==> src/pphp_pkg.sv <==
//==============================================================================
// Contract
// - Port is passive; the host makes every strobe, the device never does.
// - Narrow external bus carries byte data in the low bit positions.
// - Strobes count only while host select is low; tie low for continuous use.
// - Recognised host request refills output buffer or drains input buffer once programmed.
// - Wide external bus sets full/empty after every completed transaction; status reads set neither.
// - Narrow bus: control bit 0 set means 16-bit logical, clear 8-bit.
// - Effective byte select is the pin XOR control bit 3.
// - Narrow 16-bit logical: flags after high byte if polarity 0, low byte if 1.
// - Narrow 8-bit logical: low byte only, flag on every completed access; status reads and select 1 accesses set no flag.
// - Control bit 1 picks separate strobes or one strobe plus read/write line.
// - Separate strobes active low; single strobe level set by control bit 2.
// - Control bit 4 sets flag pin levels; active high when the bit is low.
// - Control bit 5 puts the active-high OR of both flags on input-full pin.
// - Control bit 6 inverts empty bit in status byte only, not the pin.
// - Host reads the status byte only while status select is asserted.
// - Narrow reads: upper lane off; low lane status, low byte or high byte.
// - Wide reads: full word, swapped when bit 0 set; status with zero byte.
// - Narrow writes load low byte or, in 16-bit logical, high byte; other kept.
// - Wide writes load the full word, swapped when bit 0 set.
// - Output buffer loads from I/O unit word; input buffer loads from host bus.
// - Device drives input-full and output-empty pins showing buffer state.
//==============================================================================
package pphp_pkg;
  localparam int unsigned DATA_W = 16;
  localparam int unsigned BYTE_W = 8;
  localparam int unsigned LANES = 2;
  // Control register fields
  localparam int unsigned CTL_LOGICAL_WIDTH = 0;
  localparam int unsigned CTL_PROTOCOL = 1;
  localparam int unsigned CTL_DS_POL = 2;
  localparam int unsigned CTL_BSEL_POL = 3;
  localparam int unsigned CTL_FLAG_POL = 4;
  localparam int unsigned CTL_FLAG_MERGE = 5;
  localparam int unsigned CTL_STATUS_INV = 6;
  localparam int unsigned CTL_EXT_WIDTH = 7;
  localparam logic [DATA_W-1:0] CONTROL_RESET = 16'h0000;
  // Status byte fields
  localparam int unsigned STAT_FULL_BIT = 0;
  localparam int unsigned STAT_EMPTY_BIT = 1;
  localparam logic [BYTE_W-1:0] ZERO_BYTE = 8'h00;
  // Lane enables, active low
  localparam logic [LANES-1:0] LANES_OFF = 2'h3;
  localparam logic [LANES-1:0] LANE_LOW_ON = 2'h2;
  localparam logic [LANES-1:0] LANES_ON = 2'h0;
  // Synchroniser vector layout
  localparam int unsigned SYNC_SELN = 0;
  localparam int unsigned SYNC_IDSN = 1;
  localparam int unsigned SYNC_ODSN = 2;
  localparam int unsigned SYNC_RW = 3;
  localparam int unsigned SYNC_DS = 4;
  localparam int unsigned SYNC_BSEL = 5;
  localparam int unsigned SYNC_STAT = 6;
  localparam int unsigned SYNC_BUS = 7;
  localparam int unsigned SYNC_W = SYNC_BUS + DATA_W;
  localparam logic [SYNC_W-1:0] SYNC_RESET = 23'h000007;
  // Input path buffer
  localparam int unsigned BUF_DEPTH = 2;
endpackage

==> src/pphp_host_port.sv <==
`timescale 1ns/1ps
module pphp_host_port
(
  // Clock and reset
  input wire logic clk,
  input wire logic reset,
  // Host strobes and selects
  input wire logic hostSelectN,
  input wire logic inputStrobeN,
  input wire logic outputStrobeN,
  input wire logic readWriteLine,
  input wire logic singleDataStrobe,
  input wire logic byteSelect,
  input wire logic hostStatusSelect,
  // Host data bus, split per lane
  input wire logic [pphp_pkg::DATA_W-1:0] hostBusIn,
  output logic [pphp_pkg::DATA_W-1:0] hostBusOut,
  output logic [pphp_pkg::LANES-1:0] hostBusOeN,
  // Buffer state pins
  output logic inputFullFlag,
  output logic outputEmptyFlag,
  // Control load from the I/O unit
  input wire logic controlLoad,
  input wire logic [pphp_pkg::DATA_W-1:0] controlData,
  output logic [pphp_pkg::DATA_W-1:0] hostPortControl,
  // Output words from I/O RAM
  input wire logic outWordValid,
  output logic outWordReady,
  input wire logic [pphp_pkg::DATA_W-1:0] outWord,
  // Input words toward I/O RAM
  output logic inWordValid,
  input wire logic inWordReady,
  output logic [pphp_pkg::DATA_W-1:0] inWord
);
  import pphp_pkg::*;

  //==========================================================================
  // Synchronisers
  logic [SYNC_W-1:0] syncRaw, syncMeta, syncLive, next_syncMeta, next_syncLive;

  // Bus data rides with the strobes so both arrive aligned
  assign syncRaw = {hostBusIn, hostStatusSelect, byteSelect, singleDataStrobe,
                    readWriteLine, outputStrobeN, inputStrobeN, hostSelectN};

  always_comb
  begin
    next_syncMeta = syncRaw;
    next_syncLive = syncMeta;
  end

  always_ff @(posedge clk)
  begin
    if (reset)
    begin
      syncMeta <= SYNC_RESET;
      syncLive <= SYNC_RESET;
    end
    else
    begin
      syncMeta <= next_syncMeta;
      syncLive <= next_syncLive;
    end
  end

  //==========================================================================
  // Strobe decode
  logic selected, dsOn, readReq, writeReq, effSel, ext16, log16, swapBytes;
  logic [DATA_W-1:0] busLive;

  assign busLive = syncLive[SYNC_BUS +: DATA_W];
  assign ext16 = hostPortControl[CTL_EXT_WIDTH];
  assign log16 = hostPortControl[CTL_LOGICAL_WIDTH];
  assign swapBytes = hostPortControl[CTL_LOGICAL_WIDTH];
  // Only the host's own strobes start anything; nothing here drives one
  assign selected = ~syncLive[SYNC_SELN];
  assign dsOn = (syncLive[SYNC_DS] == hostPortControl[CTL_DS_POL]);
  assign effSel = syncLive[SYNC_BSEL] ^ hostPortControl[CTL_BSEL_POL];

  always_comb
  begin
    if (hostPortControl[CTL_PROTOCOL])
    begin
      readReq = selected & dsOn & syncLive[SYNC_RW];
      writeReq = selected & dsOn & ~syncLive[SYNC_RW];
    end
    else
    begin
      readReq = selected & ~syncLive[SYNC_ODSN];
      writeReq = selected & ~syncLive[SYNC_IDSN];
    end
  end

  //==========================================================================
  // Access tracking
  logic readPrev, writePrev, readSel, writeSel, readStat;
  logic next_readPrev, next_writePrev, next_readSel, next_writeSel, next_readStat;
  logic [DATA_W-1:0] writeLatch, next_writeLatch;
  logic readDone, writeDone, readCounts, writeCounts;

  // An access ends when its strobe falls away or select is dropped
  assign readDone = readPrev & ~readReq;
  assign writeDone = writePrev & ~writeReq;

  always_comb
  begin
    next_readPrev = readReq;
    next_writePrev = writeReq;
    next_readSel = readReq ? effSel : readSel;
    next_readStat = readReq ? syncLive[SYNC_STAT] : readStat;
    next_writeSel = writeReq ? effSel : writeSel;
    // Last sample before the strobe ends is the word taken
    next_writeLatch = writeReq ? busLive : writeLatch;
  end

  always_ff @(posedge clk)
  begin
    if (reset)
    begin
      readPrev <= 1'b0;
      writePrev <= 1'b0;
      readSel <= 1'b0;
      readStat <= 1'b0;
      writeSel <= 1'b0;
      writeLatch <= '0;
    end
    else
    begin
      readPrev <= next_readPrev;
      writePrev <= next_writePrev;
      readSel <= next_readSel;
      readStat <= next_readStat;
      writeSel <= next_writeSel;
      writeLatch <= next_writeLatch;
    end
  end

  // Which completed accesses close a logical word
  always_comb
  begin
    if (ext16)
    begin
      readCounts = ~readStat;
      writeCounts = 1'b1;
    end
    else if (log16)
    begin
      readCounts = ~readStat & (readSel != hostPortControl[CTL_BSEL_POL]);
      writeCounts = (writeSel != hostPortControl[CTL_BSEL_POL]);
    end
    else
    begin
      // Select 1 is reserved in 8-bit logical mode and changes nothing
      readCounts = ~readStat & ~readSel;
      writeCounts = ~writeSel;
    end
  end

  //==========================================================================
  // Control and data buffers
  logic [DATA_W-1:0] next_hostPortControl, inData, next_inData, outData, next_outData;
  logic inputFull, outputEmpty, controlLoaded;
  logic next_inputFull, next_outputEmpty, next_controlLoaded;
  logic bufReady, drainIn, refillOut, writeTaken;

  // Transfers wait until the I/O unit has loaded a control word
  assign outWordReady = outputEmpty & controlLoaded;
  assign refillOut = outWordValid & outWordReady;
  assign drainIn = inputFull & controlLoaded & bufReady;
  assign writeTaken = writeDone & (ext16 | log16 | ~writeSel);

  always_comb
  begin
    next_hostPortControl = controlLoad ? controlData : hostPortControl;
    next_controlLoaded = controlLoaded | controlLoad;
    next_outData = refillOut ? outWord : outData;
    next_inData = inData;
    if (writeTaken)
    begin
      if (ext16)
      begin
        next_inData = swapBytes ? {busLiveByte(writeLatch, 0), busLiveByte(writeLatch, 1)}
                                : writeLatch;
      end
      else if (writeSel)
      begin
        next_inData[DATA_W-1:BYTE_W] = writeLatch[BYTE_W-1:0];
      end
      else
      begin
        next_inData[BYTE_W-1:0] = writeLatch[BYTE_W-1:0];
      end
    end
    // A host event in the same cycle as a drain or refill wins
    next_inputFull = (writeDone & writeCounts) ? 1'b1 : (drainIn ? 1'b0 : inputFull);
    next_outputEmpty = (readDone & readCounts) ? 1'b1 : (refillOut ? 1'b0 : outputEmpty);
  end

  always_ff @(posedge clk)
  begin
    if (reset)
    begin
      hostPortControl <= CONTROL_RESET;
      controlLoaded <= 1'b0;
      outData <= '0;
      inData <= '0;
      inputFull <= 1'b0;
      outputEmpty <= 1'b1;
    end
    else
    begin
      hostPortControl <= next_hostPortControl;
      controlLoaded <= next_controlLoaded;
      outData <= next_outData;
      inData <= next_inData;
      inputFull <= next_inputFull;
      outputEmpty <= next_outputEmpty;
    end
  end

  function automatic logic [BYTE_W-1:0] busLiveByte(input logic [DATA_W-1:0] word,
                                                    input int lane);
    busLiveByte = word[lane*BYTE_W +: BYTE_W];
  endfunction

  //==========================================================================
  // Input word buffer toward I/O RAM
  pphp_pair_buffer
  #(
    .WIDTH(DATA_W),
    .DEPTH(BUF_DEPTH)
  )
  u_inBuffer
  (
    .clk(clk),
    .reset(reset),
    .fillValid(drainIn),
    .fillReady(bufReady),
    .fillData(inData),
    .drainValid(inWordValid),
    .drainReady(inWordReady),
    .drainData(inWord)
  );

  //==========================================================================
  // Host read lanes and flag pins
  logic [BYTE_W-1:0] statusByte;
  logic [DATA_W-1:0] next_hostBusOut;
  logic [LANES-1:0] next_hostBusOeN;
  logic next_inputFullFlag, next_outputEmptyFlag, mergedFlag;

  always_comb
  begin
    statusByte = ZERO_BYTE;
    statusByte[STAT_FULL_BIT] = inputFull;
    statusByte[STAT_EMPTY_BIT] = outputEmpty ^ hostPortControl[CTL_STATUS_INV];
  end

  always_comb
  begin
    next_hostBusOut = hostBusOut;
    next_hostBusOeN = LANES_OFF;
    if (readReq)
    begin
      if (ext16)
      begin
        next_hostBusOeN = LANES_ON;
        if (syncLive[SYNC_STAT])
        begin
          next_hostBusOut = swapBytes ? {statusByte, ZERO_BYTE} : {ZERO_BYTE, statusByte};
        end
        else
        begin
          next_hostBusOut = swapBytes ? {outData[BYTE_W-1:0], outData[DATA_W-1:BYTE_W]}
                                      : outData;
        end
      end
      else if (log16 | ~effSel)
      begin
        next_hostBusOeN = LANE_LOW_ON;
        next_hostBusOut[DATA_W-1:BYTE_W] = ZERO_BYTE;
        if (syncLive[SYNC_STAT])
        begin
          next_hostBusOut[BYTE_W-1:0] = statusByte;
        end
        else if (effSel)
        begin
          next_hostBusOut[BYTE_W-1:0] = outData[DATA_W-1:BYTE_W];
        end
        else
        begin
          next_hostBusOut[BYTE_W-1:0] = outData[BYTE_W-1:0];
        end
      end
      else
      begin
        // Reserved combination: lanes stay off rather than guess
        next_hostBusOeN = LANES_OFF;
      end
    end
    mergedFlag = inputFull | outputEmpty;
    if (hostPortControl[CTL_FLAG_MERGE])
    begin
      next_inputFullFlag = mergedFlag;
    end
    else
    begin
      next_inputFullFlag = inputFull ^ hostPortControl[CTL_FLAG_POL];
    end
    next_outputEmptyFlag = outputEmpty ^ hostPortControl[CTL_FLAG_POL];
  end

  always_ff @(posedge clk)
  begin
    if (reset)
    begin
      hostBusOut <= '0;
      hostBusOeN <= LANES_OFF;
      inputFullFlag <= 1'b0;
      outputEmptyFlag <= 1'b1;
    end
    else
    begin
      hostBusOut <= next_hostBusOut;
      hostBusOeN <= next_hostBusOeN;
      inputFullFlag <= next_inputFullFlag;
      outputEmptyFlag <= next_outputEmptyFlag;
    end
  end
endmodule // pphp_host_port

==> src/pphp_pair_buffer.sv <==
`timescale 1ns/1ps
module pphp_pair_buffer
#(
  parameter int unsigned WIDTH = pphp_pkg::DATA_W,
  parameter int unsigned DEPTH = pphp_pkg::BUF_DEPTH
)
(
  // Clock and reset
  input wire logic clk,
  input wire logic reset,
  // Fill side
  input wire logic fillValid,
  output logic fillReady,
  input wire logic [WIDTH-1:0] fillData,
  // Drain side
  output logic drainValid,
  input wire logic drainReady,
  output logic [WIDTH-1:0] drainData
);
  import pphp_pkg::*;
  localparam int unsigned PTR_W = $clog2(DEPTH);

  logic [WIDTH-1:0] entry [DEPTH];
  logic [WIDTH-1:0] next_entry [DEPTH];
  logic [PTR_W-1:0] wrPtr, next_wrPtr, rdPtr, next_rdPtr;
  logic [PTR_W:0] count, next_count;
  logic push, pop;

  assign fillReady = (count != DEPTH[PTR_W:0]);
  assign drainValid = (count != '0);
  assign drainData = entry[rdPtr];
  assign push = fillValid & fillReady;
  assign pop = drainValid & drainReady;

  //==========================================================================
  // Storage
  always_comb
  begin
    next_entry = entry;
    next_wrPtr = wrPtr;
    next_rdPtr = rdPtr;
    next_count = count;
    if (push)
    begin
      next_entry[wrPtr] = fillData;
      next_wrPtr = (wrPtr == PTR_W'(DEPTH - 1)) ? '0 : PTR_W'(wrPtr + 1'b1);
    end
    if (pop)
    begin
      next_rdPtr = (rdPtr == PTR_W'(DEPTH - 1)) ? '0 : PTR_W'(rdPtr + 1'b1);
    end
    // Simultaneous push and pop keep the count
    if (push && !pop)
    begin
      next_count = (PTR_W + 1)'(count + 1'b1);
    end
    else if (pop && !push)
    begin
      next_count = (PTR_W + 1)'(count - 1'b1);
    end
  end

  always_ff @(posedge clk)
  begin
    if (reset)
    begin
      wrPtr <= '0;
      rdPtr <= '0;
      count <= '0;
      for (int i = 0; i < DEPTH; i++)
      begin
        entry[i] <= '0;
      end
    end
    else
    begin
      wrPtr <= next_wrPtr;
      rdPtr <= next_rdPtr;
      count <= next_count;
      entry <= next_entry;
    end
  end
endmodule // pphp_pair_buffer

==> config.mk <==
export PLATFORM = sky130hd
export DESIGN_NAME = pphp_host_port
export DESIGN_NICKNAME = d
export VERILOG_FILES = /design/src/pphp_pkg.sv /design/src/pphp_host_port.sv /design/src/pphp_pair_buffer.sv
export SDC_FILE = /design/constraint.sdc
export NUM_CORES = 1
export LEC_CHECK = 0
export BUFFER_PORTS_ARGS = -buffer_cell sky130_fd_sc_hd__buf_4
export CAP_MARGIN = 20
export CORE_ASPECT_RATIO = 1.75
export CORE_UTILIZATION = 52
export CTS_BUF_LIST = sky130_fd_sc_hd__clkbuf_2 sky130_fd_sc_hd__clkbuf_4 sky130_fd_sc_hd__clkbuf_8
export DETAILED_ROUTE_END_ITERATION = 16
export MAX_ROUTING_LAYER = met4
export PLACE_DENSITY = 0.78
export REMOVE_ABC_BUFFERS = 1
export SYNTH_ARGS = -nofsm -noshare
export SYNTH_HDL_FRONTEND = slang
export SYNTH_SLANG_ARGS = --single-unit
==> constraint.sdc <==
create_clock -name clk -period 1.6 [get_ports clk]
set_input_delay 0.32 -clock clk [delete_from_list [all_inputs] [get_ports clk]]
set_output_delay 0.32 -clock clk [all_outputs]
set_load 0.01 [all_outputs]
==> results_tabular.tex <==
\begin{tabular}{lr}
\hline
Metric & Value \\
\hline
\multicolumn{2}{l}{\textbf{Final layout}} \\
Finished Layout Cells & 996 \\
Net count, final & 876 \\
Area growth syn-to-layout & 26.2\% \\
Most common cell after layout, fill and taps aside & sky130\_fd\_sc\_hd\_\_dfxtp\_1 \\
Antenna cell count & 0 \\
Storage element area & 3500 um\^{}2 \\
Filler instances & 1002 \\
Share of final-layout standard cells stronger than drive strength 1 & 31.4\% \\
Total area of multi-input combinational cells & 3140 um\^{}2 \\
Most frequent cells in the layout & 167 x sky130\_fd\_sc\_hd\_\_dfxtp\_1, 147 x sky130\_fd\_sc\_hd\_\_buf\_4, 67 x sky130\_fd\_sc\_hd\_\_nor2\_1, 62 x sky130\_fd\_sc\_hd\_\_mux2i\_1, 59 x sky130\_fd\_sc\_hd\_\_nand2\_1 \\
Fin area & 8580 um\^{}2 \\
\multicolumn{2}{l}{\textbf{Synth}} \\
Post-synth top flop & sky130\_fd\_sc\_hd\_\_dfxtp\_1 \\
Fraction of synthesis flops using an asynchronous set or reset pin & 0\% \\
Post-Syn Instances & 694 \\
Per-instance average area after synthesis & 9.80 um\^{}2 \\
Count of synthesis-stage warnings from yosys & 0 \\
FF+latch count, synth & 174 \\
Register area share after synthesis & 51.2\% \\
EDFF count, synth & 0 \\
Area of the mapped netlist & 6800 um\^{}2 \\
Count of cell types in the netlist & 51 \\
\multicolumn{2}{l}{\textbf{STA}} \\
Maximum clock frequency & 558 MHz \\
Tightest Pin Transition & 393 ps \\
Final Hold Viols & 0 \\
Slew headroom & 73.8\% \\
Worst path setup slack after routing & -191 ps \\
Setup violation total in the final timing report & 16 \\
Tmin final & 1790 ps \\
Final worst path period share & 112\% \\
Number of slew-limit violations in the final report & 0 \\
Unrepaired setup endpoints after global routing & yes \\
Worst setup skew after layout & 10.8 ps \\
\multicolumn{2}{l}{\textbf{Run}} \\
Max-cap violations & 0 \\
\multicolumn{2}{l}{\textbf{Routing}} \\
Number of nets with antenna violations after detailed routing & 0 \\
Number of DRC violations after detailed routing & 0 \\
DRT Pass-1 Iters & 4 \\
Post-DR wirelength/cell & 15.0 um \\
Detailed Route WL & 15000 um \\
Number of vias in the routed layout & 5231 \\
DRT iter0 DRCs & 276 \\
Via/cell ratio & 5.25 \\
\multicolumn{2}{l}{\textbf{Place}} \\
Placed cells & 959 \\
Placer congestion estimate & 0.816 \\
Count of input and output buffers & 113 \\
Dpl cell area & 7960 um\^{}2 \\
Post-detailed-placement half-perimeter wirelength & 10600 um \\
Post-place setup slack & -24.2 ps \\
\multicolumn{2}{l}{\textbf{Global routing}} \\
Antenna violations before repair & 0 \\
Maximum number of pins on one net before global-route repair & 67 \\
Overall routing resource usage & 23.2\% \\
Via count of the first global-routing pass & 5201 \\
Wire length of the first global-routing pass & 23900 um \\
Residual overflow from global routing & 0 \\
\multicolumn{2}{l}{\textbf{Die}} \\
Die height & 153 um \\
Starting density of the core & 53.8\% \\
Floorplan die width & 88.4 um \\
Core Area & 12600 um\^{}2 \\
Die Footprint & 13600 um\^{}2 \\
Std cell rows & 54 \\
I/O pin cnt & 114 \\
\multicolumn{2}{l}{\textbf{Power and ir drop}} \\
Peak supply drop & 695 uV \\
PwrDens & 1020 nW/um\^{}2 \\
Leakage component of the power & 3.75 nW \\
\multicolumn{2}{l}{\textbf{Critical path}} \\
Critical path endpoint category & output port \\
Launching element type of the critical path & flop \\
Critical path start-end classification & flop to output port \\
Data required time at the worst endpoint & 1280 ps \\
Worst Path Max Fanout & 17 \\
Logic depth of the worst register-to-register path & 5 \\
Arrival time at the worst endpoint & 1470 ps \\
\multicolumn{2}{l}{\textbf{Worst hold path}} \\
Class of the tightest hold or removal check & primary input to flop \\
Worst hold stages & 2 \\
\multicolumn{2}{l}{\textbf{Outcome}} \\
Status & complete, but fails checks \\
Violations in the final reports & setup timing \\
\multicolumn{2}{l}{\textbf{Clock tree}} \\
Master cell of the clock root buffer & sky130\_fd\_sc\_hd\_\_clkbuf\_8 \\
Total number of clock tree sinks & 174 \\
Hold Buf Count CTS & 0 \\
Clock-pin slew of the registers on the worst-case setup and hold paths & 90 ps \\
Maximum buffer depth of the clock tree & 2 \\
Max H-tree Level & 4 \\
Number of clock buffers inserted by TritonCTS & 17 \\
TritonCTS clock tree & done \\
Clk\_lat worst skew & 460 ps \\
\hline
\end{tabular}
power breakdown:
group	leakage [nW]	internal (mW)	switching, mW
sequential	1.42	4.45	0.0772
clock	0.226	1.84	1.56
combinational	2.11	0.427	0.414
Yosys cell counts (2+ instances only):
cell | n | area share (%)
sky130_fd_sc_hd__o211ai_1 | 2 | 0.22
sky130_fd_sc_hd__o2bb2ai_1 | 6 | 0.77
sky130_fd_sc_hd__nand4_1 | 6 | 0.55
sky130_fd_sc_hd__a211oi_1 | 2 | 0.22
sky130_fd_sc_hd__and2_1 | 3 | 0.28
sky130_fd_sc_hd__o21ai_0 | 28 | 2.1
sky130_fd_sc_hd__buf_1 | 2 | 0.11
sky130_fd_sc_hd__mux2_2 | 31 | 5.1
sky130_fd_sc_hd__mux2_4 | 7 | 1.5
sky130_fd_sc_hd__xnor2_1 | 5 | 0.64
sky130_fd_sc_hd__nand2b_1 | 3 | 0.28
sky130_fd_sc_hd__or3_1 | 3 | 0.28
sky130_fd_sc_hd__buf_4 | 2 | 0.22
sky130_fd_sc_hd__nand3_1 | 18 | 1.3
sky130_fd_sc_hd__nor2b_1 | 57 | 5.2
sky130_fd_sc_hd__o221ai_1 | 2 | 0.26
sky130_fd_sc_hd__buf_6 | 5 | 0.83
sky130_fd_sc_hd__mux2i_1 | 62 | 9.1
sky130_fd_sc_hd__a21oi_1 | 58 | 4.3
sky130_fd_sc_hd__nor3_1 | 3 | 0.22
sky130_fd_sc_hd__nor2_1 | 67 | 3.7
sky130_fd_sc_hd__xor2_1 | 5 | 0.64
sky130_fd_sc_hd__nand2_1 | 60 | 3.3
sky130_fd_sc_hd__o2111ai_1 | 2 | 0.26
sky130_fd_sc_hd__inv_1 | 9 | 0.50
sky130_fd_sc_hd__dfxtp_1 | 174 | 51
sky130_fd_sc_hd__clkbuf_1 | 34 | 1.9
sky130_fd_sc_hd__or2_2 | 7 | 0.64
sky130_fd_sc_hd__buf_2 | 9 | 0.66
area by class of cell:
cell class | count | share of cell area (%)
clock inverter | 12 | 2.10
clock buffer | 20 | 3.21
tap | 168 | 2.45
multi-input combinational | 459 | 36.6
sequential | 174 | 40.7
timing repair buffer | 154 | 14.5
inverter | 9 | 0.394
what timing repair did:
| item | CTS | global route |
|---|---|---|
| resized for setup | 6 | 26 |
| buffers inserted | 3 | 2 |
| pin swaps | 3 | 7 |
| endpoints found under the setup margin | 34 | 38 |
layer usage:
layer	vias to the layer above	GRT usage [%]	routed length, um
met5	-	-	0
met4	0	10.4	431
met3	34	4.86	500
met2	120	41.0	8260
met1	2482	24.0	5760
li1	2595	-	-
registers in the layout, summed over array words and instances (netlist names), 2 cells and up:
signal and cells:
hostBusOeN 2, hostBusOut 16, hostPortControl 16, inData 16, next_syncLive 23, outData 16, syncLive 23, u_inBuffer.count 2
u_inBuffer.entry 32, writeLatch 16
stage by stage:
| stage | setup TNS, ps | utilization [%] | hold WS, ps | total power, mW |
|---|---|---|---|---|
| floorplan | -21940 | - | 388 | 4.96 |
| global placement | 0 | 63.0 | 394 | 5.38 |
| detailed placement | -154 | 63.0 | 395 | 5.41 |
| CTS | -3120 | 67.0 | 35.1 | 8.76 |
| global route | -3780 | 67.9 | 28.4 | 9.08 |
| finish | -2900 | 67.9 | 42.1 | 8.77 |
path summary, 6_finish.rpt:
check / slack (ps) / endpoint / start
max: -190 / inWord[10] / u_inBuffer.rdPtr
min: 40 / next_syncLive[2] / outputStrobeN
max reg2reg: 0 / inData[7] / syncLive[4]
min reg2reg: 410 / syncLive[0] / next_syncLive[0]
worst max-delay path, stage by stage (launching register included):
cell                      delay, ps
sky130_fd_sc_hd__dfxtp_2        350
sky130_fd_sc_hd__buf_12         150
sky130_fd_sc_hd__mux2_2         350
sky130_fd_sc_hd__buf_4          140
cells by family (layout without fill, tap and decap cells):
family	count (synthesis)	in the layout	share of synthesized area, %
compound gates	114	114	10.5
xor+xnor	11	11	1.53
fa+ha+maj	1	1	0.184
buf+inv	61	195	4.19
flops	174	174	51.2
mux	100	100	15.8
simple gates	233	233	16.5
Power figures use the tool's default switching activity.
